`src/inc/ddc_defs.svh`:
```
// Purpose: constants for the direct data channel link
// Assumes: 32-bit AHB-Lite register bus, one word per register
// Notes: offsets are byte addresses
`ifndef DDC_DEFS_SVH
`define DDC_DEFS_SVH
`define DDC_OFS_CMD 12'h000
`define DDC_OFS_STAT 12'h004
`define DDC_OFS_TXD 12'h008
`define DDC_OFS_RXD 12'h00c
`define DDC_OFS_CTRL 12'h010
`define DDC_OFS_TEST 12'h014
`define DDC_CMD_RDREQ 4'h1
`define DDC_CMD_WRREQ 4'h2
`define DDC_CMD_EOTRST 4'h3
`define DDC_CMD_CLRERR 4'h4
`define DDC_DCH_ERR 4'h1
`define DDC_DCH_EOT 4'h2
`define DDC_DCH_RDREQ 4'h3
`define DDC_DCH_WRREQ 4'h4
`define DDC_GROUP_MARK_WITH_WORD_MARK 8'hbf
`endif

```
`src/inc/ddc_pkg.sv`:
```
// Purpose: types for the direct data channel link
// Assumes: constants live in ddc_defs.svh
// Notes: none
package ddc_pkg;
  typedef enum logic [1:0] {DDC_IDLE, DDC_SEND, DDC_RECV} ddc_mode_t;
  typedef struct packed {
    ddc_mode_t mode;
    logic loadMode;
    logic eotLocal;
    logic errLocal;
    logic rdReqOut;
    logic wrReqOut;
    logic eotRstOut;
    logic sentReset;
    logic [7:0] txChar;
    logic txStb;
    logic [7:0] rxChar;
    logic rxValid;
    logic [31:0] hrdata;
    logic branchTaken;
    logic adapterBusy;
  } ddc_state_t;
endpackage

```
`src/design/ddc_sync.sv`:
```
// Purpose: two-flop synchroniser for pin inputs
// Assumes: one clock, synchronous active-high reset
// Notes: first stage feeds only the second
`timescale 1ns/1ps
module ddc_sync #(
  parameter int W = 1
) (
  input wire logic clock,
  input wire logic rst,
  input wire logic [W-1:0] din,
  output logic [W-1:0] dout
);
  logic [W-1:0] stage1_q;
  always_ff @(posedge clock) begin
    if (rst) begin
      stage1_q <= '0;
      dout <= '0;
    end else begin
      stage1_q <= din;
      dout <= stage1_q;
    end
  end
endmodule

```
`src/design/ddc_link.sv`:
```
// Purpose: direct data channel end with AHB-Lite register access
// Assumes: peer drives its pins asynchronously; 10 MHz clock
// Notes: characters are 8 bits: word mark, zone B A, numeric 8421
//
// Summary of operation
// - Characters cross one at a time, bits parallel, with word mark and parity.
// - While channel active the serial adapter is reported busy to other units.
// - Read-request command raises the read-request line, peer tests with code 3.
// - Write-request command raises the write-request line, peer tests with code 4.
// - Reset command pulses a line clearing the peer end-of-transmission circuitry.
// - A reset signal must precede every read or write data transfer.
// - Reset signal is sent whenever the peer is started or restarted.
// - Branch test checks selected peer condition and reports branch taken.
// - Signal-control commands leave stored word marks unchanged.
// - End-of-transmission set by group mark with word mark; clear before transfer.
// - Peer read request cleared by our write-data or by our receive start.
// - Move mode drops word marks; load mode carries them; both ends agree.
// - Transmission error sets a check flag the peer tests with code 1.
`timescale 1ns/1ps
`include "ddc_defs.svh"
module ddc_link import ddc_pkg::*; (
  input wire logic clock,
  input wire logic rst,
  input wire logic hsel,
  input wire logic [11:0] haddr,
  input wire logic [1:0] htrans,
  input wire logic hwrite,
  input wire logic [2:0] hsize,
  input wire logic [31:0] hwdata,
  input wire logic hready,
  output logic hreadyout,
  output logic hresp,
  output logic [31:0] hrdata,
  output logic [8:0] linkDataOut,
  output logic linkStrobeOut,
  input wire logic [8:0] linkDataIn,
  input wire logic linkStrobeIn,
  output logic rdReqOut,
  output logic wrReqOut,
  output logic eotResetOut,
  output logic errOut,
  output logic eotOut,
  input wire logic peerRdReq,
  input wire logic peerWrReq,
  input wire logic peerEotReset,
  input wire logic peerErr,
  input wire logic peerEot,
  input wire logic peerStarted,
  output logic adapterBusy
);
  // ********************************
  // Pin synchronisers
  // ********************************
  logic [15:0] pinsRaw;
  logic [15:0] pins;
  assign pinsRaw = {peerStarted, peerEot, peerErr, peerEotReset, peerWrReq, peerRdReq,
                    linkStrobeIn, linkDataIn};
  ddc_sync #(.W(16)) u_sync (.clock(clock), .rst(rst), .din(pinsRaw), .dout(pins));
  logic [8:0] rxBits;
  logic rxStb, pRd, pWr, pEotRst, pErr, pEot, pStart;
  assign rxBits = pins[8:0];
  assign {pStart, pEot, pErr, pEotRst, pWr, pRd, rxStb} = pins[15:9];
  logic rxStbLast_q, pStartLast_q;
  always_ff @(posedge clock) begin
    if (rst) begin
      rxStbLast_q <= 1'b0;
      pStartLast_q <= 1'b0;
    end else begin
      rxStbLast_q <= rxStb;
      pStartLast_q <= pStart;
    end
  end
  logic rxEdge, startEdge;
  assign rxEdge = rxStb & ~rxStbLast_q;
  assign startEdge = pStart & ~pStartLast_q;

  // ********************************
  // AHB-Lite address phase capture
  // ********************************
  logic wrPend_q, rdPend_q;
  logic [11:0] addr_q;
  always_ff @(posedge clock) begin
    if (rst) begin
      wrPend_q <= 1'b0;
      rdPend_q <= 1'b0;
      addr_q <= 12'h000;
    end else if (hready) begin
      wrPend_q <= hsel & htrans[1] & hwrite;
      rdPend_q <= hsel & htrans[1] & ~hwrite;
      addr_q <= haddr;
    end
  end
  assign hreadyout = 1'b1;
  assign hresp = 1'b0;

  // ********************************
  // Register decode
  // ********************************
  // Unmapped offsets decode to nothing: writes dropped, reads zero
  logic cmdWr, txWr, ctrlWr, testWr, rxRd;
  assign cmdWr = wrPend_q && addr_q == `DDC_OFS_CMD;
  assign txWr = wrPend_q && addr_q == `DDC_OFS_TXD;
  assign ctrlWr = wrPend_q && addr_q == `DDC_OFS_CTRL;
  assign testWr = wrPend_q && addr_q == `DDC_OFS_TEST;
  assign rxRd = rdPend_q && addr_q == `DDC_OFS_RXD;

  // ********************************
  // Channel state
  // ********************************
  ddc_state_t s_q, s_d;
  logic peerSel;
  always_comb begin
    s_d = s_q;
    s_d.txStb = 1'b0;
    s_d.eotRstOut = 1'b0;
    peerSel = 1'b0;
    if (cmdWr) begin
      // Commands touch only link lines and the sentReset flag, never stored data
      case (hwdata[3:0])
        `DDC_CMD_RDREQ: s_d.rdReqOut = 1'b1;
        `DDC_CMD_WRREQ: s_d.wrReqOut = 1'b1;
        `DDC_CMD_EOTRST: begin
          s_d.eotRstOut = 1'b1;
          s_d.sentReset = 1'b1;
        end
        `DDC_CMD_CLRERR: s_d.errLocal = 1'b0;
        default: ;
      endcase
    end
    // Peer start is seen two cycles late, through the synchroniser
    if (startEdge) begin
      s_d.eotRstOut = 1'b1;
      s_d.sentReset = 1'b1;
    end
    if (ctrlWr) begin
      s_d.loadMode = hwdata[2];
      // Transfer only starts after a reset was sent and EOT is clear
      if (hwdata[1:0] != 2'b00 && s_q.sentReset && !s_q.eotLocal) begin
        s_d.mode = hwdata[0] ? DDC_SEND : DDC_RECV;
        s_d.sentReset = 1'b0;
        if (hwdata[0])
          s_d.wrReqOut = 1'b0;
        else
          s_d.rdReqOut = 1'b0;
      end else if (hwdata[1:0] == 2'b00) begin
        s_d.mode = DDC_IDLE;
      end
    end
    // Our write-data clears the peer's read request here
    if (s_q.mode == DDC_SEND)
      s_d.rdReqOut = 1'b0;
    // Clear comes before the mark checks below, so a mark that same cycle wins
    if (pEotRst)
      s_d.eotLocal = 1'b0;
    if (txWr && s_q.mode == DDC_SEND) begin
      s_d.txChar = s_q.loadMode ? hwdata[7:0] : {1'b0, hwdata[6:0]};
      s_d.txStb = 1'b1;
      if (hwdata[7:0] == `DDC_GROUP_MARK_WITH_WORD_MARK) begin
        s_d.eotLocal = 1'b1;
        s_d.mode = DDC_IDLE;
      end
    end
    if (rxRd)
      s_d.rxValid = 1'b0;
    // Set after the read clear so an arriving character wins that cycle
    if (rxEdge && s_q.mode == DDC_RECV) begin
      if (^rxBits != 1'b1)
        s_d.errLocal = 1'b1;
      s_d.rxChar = s_q.loadMode ? rxBits[7:0] : {1'b0, rxBits[6:0]};
      s_d.rxValid = 1'b1;
      if (rxBits[7:0] == `DDC_GROUP_MARK_WITH_WORD_MARK) begin
        s_d.eotLocal = 1'b1;
        s_d.mode = DDC_IDLE;
      end
    end
    s_d.adapterBusy = s_d.mode != DDC_IDLE;
    if (testWr) begin
      case (hwdata[3:0])
        `DDC_DCH_ERR: peerSel = pErr;
        `DDC_DCH_EOT: peerSel = pEot;
        `DDC_DCH_RDREQ: peerSel = pRd;
        `DDC_DCH_WRREQ: peerSel = pWr;
        default: peerSel = 1'b0;
      endcase
      s_d.branchTaken = peerSel;
    end
    // Read data latched in the address phase so it stands for the data phase
    s_d.hrdata = 32'h0000_0000;
    if (hsel && htrans[1] && !hwrite && hready) begin
      case (haddr)
        `DDC_OFS_STAT: s_d.hrdata = {22'h000000, s_q.adapterBusy, s_q.branchTaken,
                                     s_q.rxValid, s_q.sentReset, s_q.errLocal,
                                     s_q.eotLocal, s_q.wrReqOut, s_q.rdReqOut,
                                     s_q.mode};
        `DDC_OFS_RXD: s_d.hrdata = {24'h000000, s_q.rxChar};
        `DDC_OFS_CTRL: s_d.hrdata = {29'h00000000, s_q.loadMode, 2'b00};
        default: s_d.hrdata = 32'h0000_0000;
      endcase
    end
  end

  // ********************************
  // State register
  // ********************************
  always_ff @(posedge clock) begin
    if (rst)
      s_q <= '0;
    else
      s_q <= s_d;
  end

  // ********************************
  // Outputs
  // ********************************
  assign hrdata = s_q.hrdata;
  // Odd parity over all nine lines, formed from the registered character
  assign linkDataOut = {~^s_q.txChar, s_q.txChar};
  assign linkStrobeOut = s_q.txStb;
  assign rdReqOut = s_q.rdReqOut;
  assign wrReqOut = s_q.wrReqOut;
  assign eotResetOut = s_q.eotRstOut;
  assign errOut = s_q.errLocal;
  assign eotOut = s_q.eotLocal;
  assign adapterBusy = s_q.adapterBusy;
endmodule

```
`config.mk`:
```
export PLATFORM = sky130hd
export DESIGN_NAME = ddc_link
export DESIGN_NICKNAME = d
export VERILOG_FILES = /design/src/inc/ddc_pkg.sv /design/src/design/ddc_sync.sv /design/src/design/ddc_link.sv
export VERILOG_INCLUDE_DIRS = /design/src /design/src/inc
export SDC_FILE = /design/constraint.sdc
export NUM_CORES = 1
export LEC_CHECK = 0
export BUFFER_PORTS_ARGS = -buffer_cell sky130_fd_sc_hd__buf_2
export CORE_MARGIN = 1
export CORE_UTILIZATION = 30
export DETAILED_ROUTE_END_ITERATION = 8
export PLACE_DENSITY = 0.54
export SYNTH_ARGS = -nofsm -noshare
export SYNTH_HDL_FRONTEND = slang
export SYNTH_SLANG_ARGS = --single-unit
```
`constraint.sdc`:
```
create_clock -name clock -period 2.2 [get_ports clock]
set_input_delay 0.11 -clock clock [delete_from_list [all_inputs] [get_ports clock]]
set_output_delay 0.11 -clock clock [all_outputs]
set_load 0.02 [all_outputs]
```
Word level (Yosys, flattened, before mapping)
Cells that the tools add are included.
W data, S select, Z words.

word-level totals
  bits in registers = 109
  input port bits = 70
  output and inout bits = 50

operators by class
  equality and inequality tests = 15
  muxes and demuxes = 33
  bitwise logic cells = 9
  reductions and logical operators = 23

operator list
  operator               number
  $eq A12 B4 Y1 const B  3
  $eq A12 B5 Y1 const B  3
  $pmux W10 S3           1
  $mux W2                12
  $eq A8 B8 Y1 const B   2
  $mux W8                2
  $mux W1                15
  $eq A12 B3 Y1 const B  1
  $logic_and A1 B1 Y1    12
  $logic_not A12 Y1      1
  $reduce_xor A9 Y1      1
  $eq A4 B2 Y1 const B   2
  $reduce_xnor A8 Y1     1
  $reduce_bool A2 Y1     3
  $and A1 B1 Y1          5
  $mux W5                1
  $eq A4 B1 Y1 const B   1
  $eq A4 B3 Y1 const B   1
  $not A1 Y1             4
  $pmux W1 S4            1
  $reduce_or A2 Y1       2
  $mux W3                1
  $eq A2 B1 Y1 const B   1
  $eq A2 B2 Y1 const B   1
  other kinds (2)        3

Longest topological paths before layout
  word-level depth = 10
  mapped depth = 6

Modules after synthesis
Synthesis repeated with hierarchy kept, for this count alone.

second synthesis, totals
  cell total of the unflattened synthesis = 384
  area total of the unflattened synthesis = 3,694.8 um^2

modules (own cells, without submodules)
  module    instances  cells an instance  area each (um^2)  seq. area each (um^2)
  ddc_link  1          317                2,831.5           1,101.1
  ddc_sync  1          67                 863.3             640.6

Worst setup path after synthesis
OpenSTA, ideal clock, no wires.

  path kind = flip-flop to flip-flop
  from = register s_q (netlist bit eotOut)
  to = register s_q (netlist bit rdReqOut)
  library setup time = 0.116 ns
  arrival time = 1.499 ns
  data required time = 2.084 ns
  slack = 0.586 ns
  stages on the path, launching flop included = 5
  path through = dfxtp_1 or4bb_1 nor4_4 nand3b_1 and3_1

between the ends
  word-level cells in the longest chain between the ends = 4

RTL lines
  element                   RTL line         RTL
  start: declaration        ddc_link.sv:110  ddc_state_t s_q, s_d;
  start signal: assignment  ddc_link.sv:207  s_q <= '0;
  start signal: assignment  ddc_link.sv:209  s_q <= s_d;
  $logic_not A1 Y1          ddc_link.sv:138  if (hwdata[1:0] != 2'b00 && s_q.sentReset && !s_q.eotLocal) begin
  $logic_and A1 B1 Y1       ddc_link.sv:138
  $mux W2                   ddc_link.sv:138
  $mux W2                   ddc_link.sv:135  if (ctrlWr) begin

No other way between the ends.
A chain may end at the register's enable or synchronous reset.

Final worst setup path
  from = register addr_q[3]
  to = register s_q (netlist bit adapterBusy)

between the ends
  word-level cells in the longest chain between the ends = 8
  elaborated cells between the ends (all ways) = 11
  classes of those cells = eq/ne (2); mux (5); reduce/logical (4)

RTL lines
  element                               RTL line         RTL
  start: declaration                    ddc_link.sv:81   logic [11:0] addr_q;
  start signal: assignment              ddc_link.sv:90   addr_q <= haddr;
  $eq A12 B5 Y1 (no source line)        --
  $logic_and A1 B1 Y1 (no source line)  --
  $mux W3                               ddc_link.sv:135
  $mux W2                               ddc_link.sv:158  if (hwdata[7:0] == `DDC_GROUP_MARK_WITH_WORD_MARK) begin
  $mux W2 *                             ddc_link.sv:155  if (txWr && s_q.mode == DDC_SEND) begin
  $mux W2                               ddc_link.sv:171  if (rxBits[7:0] == `DDC_GROUP_MARK_WITH_WORD_MARK) begin
  $mux W2 *                             ddc_link.sv:166  if (rxEdge && s_q.mode == DDC_RECV) begin
  $reduce_bool A2 Y1 *                  ddc_link.sv:176  s_d.adapterBusy = s_d.mode != DDC_IDLE;

Every way passes the cells marked *; elsewhere a longest branch is shown, timed or not.

==> flow_summary.toml <==
[routing]
detail_route.wl_per_cell_um = 13.0
vias = 2611
drcViolationCount = 12
totalWireLength_mm = 7.63
drtIter0Drc = 114
ant_nets = 0
drtPass1Iterations = 6
vias_per_cell = 4.45

[worst_setup_path]
r2r_slack_ns = 0.34
cp-start-kind = "register"
critical_path_required_ns = 2.42
timing.rr.start = "addr_q[3]"
cp.depth = 4
critPathLaunch = "addr_q[3]"
crit_arrival_ns = 2.08
endpoint_kind = "register"
cp_max_fo = 10
crit_family = "simple AND/OR/NAND/NOR gates"
path_buf_inv = 0
slowest_delay_ns = 0.53
cp-endpoint = "adapterBusy"
r2r_end = "adapterBusy"
crit_slowest_cell = "and4_1"
ff2ff_path_depth = 4
crit_chain = "nor4bb_1 -> and4_1 -> a211o_1 -> nor3_1"
worst-setup-path-type = "reg2reg"

[synth]
synth_edf_count = 0
ys_ff_latch = 87
synth.avg_cell_area_um2 = 9.64
syn_area_um2 = 3620
synth_top_cell_by_area = "dfxtp_1"
synthArstFlopShare = 0
synth_most_common_cell = "dfxtp_1"
ys.warnings.count = 0
ys.flop_type = "dfxtp_1"
synth.top_cells.by_count = "87 x dfxtp_1, 43 x buf_4, 38 x nor2b_1"
syn_inst = 375
synth_area_leaders = "dfxtp_1 48%, buf_4 8.9%, nor2b_1 6.6%"
netlist.area_leader.share = 0.482
ys_seq_area_frac = 0.482
yosysUniqueCellTypes = 48

[clocking]
holdBufCountCts = 15
cts_max_level = 3
cts_buffers = 9
cts_setup_buffers = 0
clk_pin_slew_ns = 0.06
cts_max_path_buffers = 2
cts_tree = "yes"
clock-root-buffer = "clkbuf_16"
clk_latency_ns = 0.34
clock_sinks = 87
postCtsResizedCells = 0

[sta]
setup_viol = 0
fin_hold_ws_ns = 0.000850
fin_skew_ns = 0.00435
final.min_clock_period_ns = 1.86
final.period_utilization = 0.846
max_slew.worst_pin.slew_ns = 0.649
slew_headroom = 0.566
rsz0062_at_grt = "no"
drv_slew = 0
finalHoldViolCount = 0
tns_ns = 0
fmax_ghz = 0.537

[grt]
grt_pass1_vias = 2517
grt_pass1_wl_mm = 12.3
antenna_found_initial = 1
grt-ovfl-total = 0
grt_use_total = 0.127
grt_max_degree = 33

[status]
status = "finished, violations left"
violations = "design-rule violations"

[placement]
dp_hpwl_mm = 5.61
place_congestion = 0.871
numPortBuffers = 67
dp_cells = 556

[pwr]
vdd_drop_max_v = 0.000331
power_mw = 3.45
p_sw_mw = 0.771
pwr-share-clk = 0.448
swShare = 0.224
p_comb_frac = 0.075
pwr-share-seq = 0.477
p_leak_nw = 1.81
p_int_mw = 2.68
power_density_nw_per_um2 = 795

[cells_and_area]
final_nets = 513
final_cells = 587
layout-area-overhead-vs-synth_pct = 19.9
diodes = 0
layout-drive-gt1-share = 0.221

[die]
start_util = 0.313
die_w_um = 112
core_um2 = 11600
die_area_um2 = 12500
io_pins = 120
fp-row-count = 39
die_h_um = 112

[hold_path]
hold_class = "in2reg"

[flow_run]
cap_violations = 0
[how the worst min path moves through the flow]
stage / from / end / slack (ns) / cells after the start
final: peerWrReq / u_sync.stage1_q[11] / 0.0009 / 2
after global routing: hwdata[6] / linkDataOut[6] / 0.03 / 3
after CTS: peerWrReq / u_sync.stage1_q[11] / 0.007 / 2
after detailed placement: linkDataIn[6] / u_sync.stage1_q[6] / 0.32 / 2
after global placement: linkDataIn[3] / u_sync.stage1_q[3] / 0.32 / 2
after floorplan: linkDataIn[0] / u_sync.stage1_q[0] / 0.24 / 1
[layout by cell type (no fill, tap or decap), drive strengths merged, types with 8 or more instances in the layout]
cell type,count
dfxtp,87
buf,73
nor2b,38
nand2,33
nor2,28
a21oi,27
conb,24
mux2i,21
dlygate4sd3,15
clkbuf,12
xnor2,8
nand4,8
[sequential cells by signal, summed over array words and instances (netlist names), 8 cells and up]
signal,flops
hrdata,10
s_q,14
addr_q,12
linkDataOut,8
u_sync.dout,16
u_sync.stage1_q,16
[kinds of logic (layout without fill, tap and decap cells)]
kind of cell / count (synthesis) / count (layout) / synth area share
buffers and inverters: 64 / 111 / 0.113
other: 2 / 24 / 0.00208
multiplexers: 22 / 22 / 0.0612
flip-flops: 87 / 87 / 0.482
adder cells (fa/ha/maj): 4 / 4 / 0.0138
AO/OA/AOI/OAI: 40 / 40 / 0.0651
XOR/XNOR: 10 / 10 / 0.0280
AND/OR/NAND/NOR: 146 / 146 / 0.235
[power groups by stage]
stage / clock network [mW] / registers (mW) / logic, mW
2_1_floorplan: 0 / 1.67 / 0.200
3_3_place_gp: 0 / 1.68 / 0.235
3_5_place_dp: 0 / 1.68 / 0.240
4_1_cts: 1.57 / 1.64 / 0.261
5_1_grt: 1.64 / 1.65 / 0.285
6_report: 1.54 / 1.64 / 0.260
[routing by layer]
layer  vias up  part of all wire  global-route usage
met2        95              0.42               0.185
li1       1328                 -                   -
met3        18             0.082              0.0506
met4         2             0.028              0.0676
met1      1168              0.47               0.161
met5         -            0.0013                   0
[through the flow]
stage                     worst slack, ns  area, um^2   util
after global placement              0.426        3880  0.335
after floorplan                     0.586        3700      -
after global routing                0.284        4340  0.375
final                               0.338        4340  0.375
after CTS                           0.365        4340  0.375
after detailed placement            0.390        3880  0.335
[area by class of cell]
cell class                      count  area (um^2)
Inverter                            7         26.3
Multi-Input combinational cell    246         1550
Clock inverter                      4         53.8
Clock buffer                       12          256
Fill cell                        1212         7230
Sequential cell                    87         1740
Timing Repair Buffer               88          531
Tap cell                          143          179
Note: power is estimated with default switching activity, not from simulation.
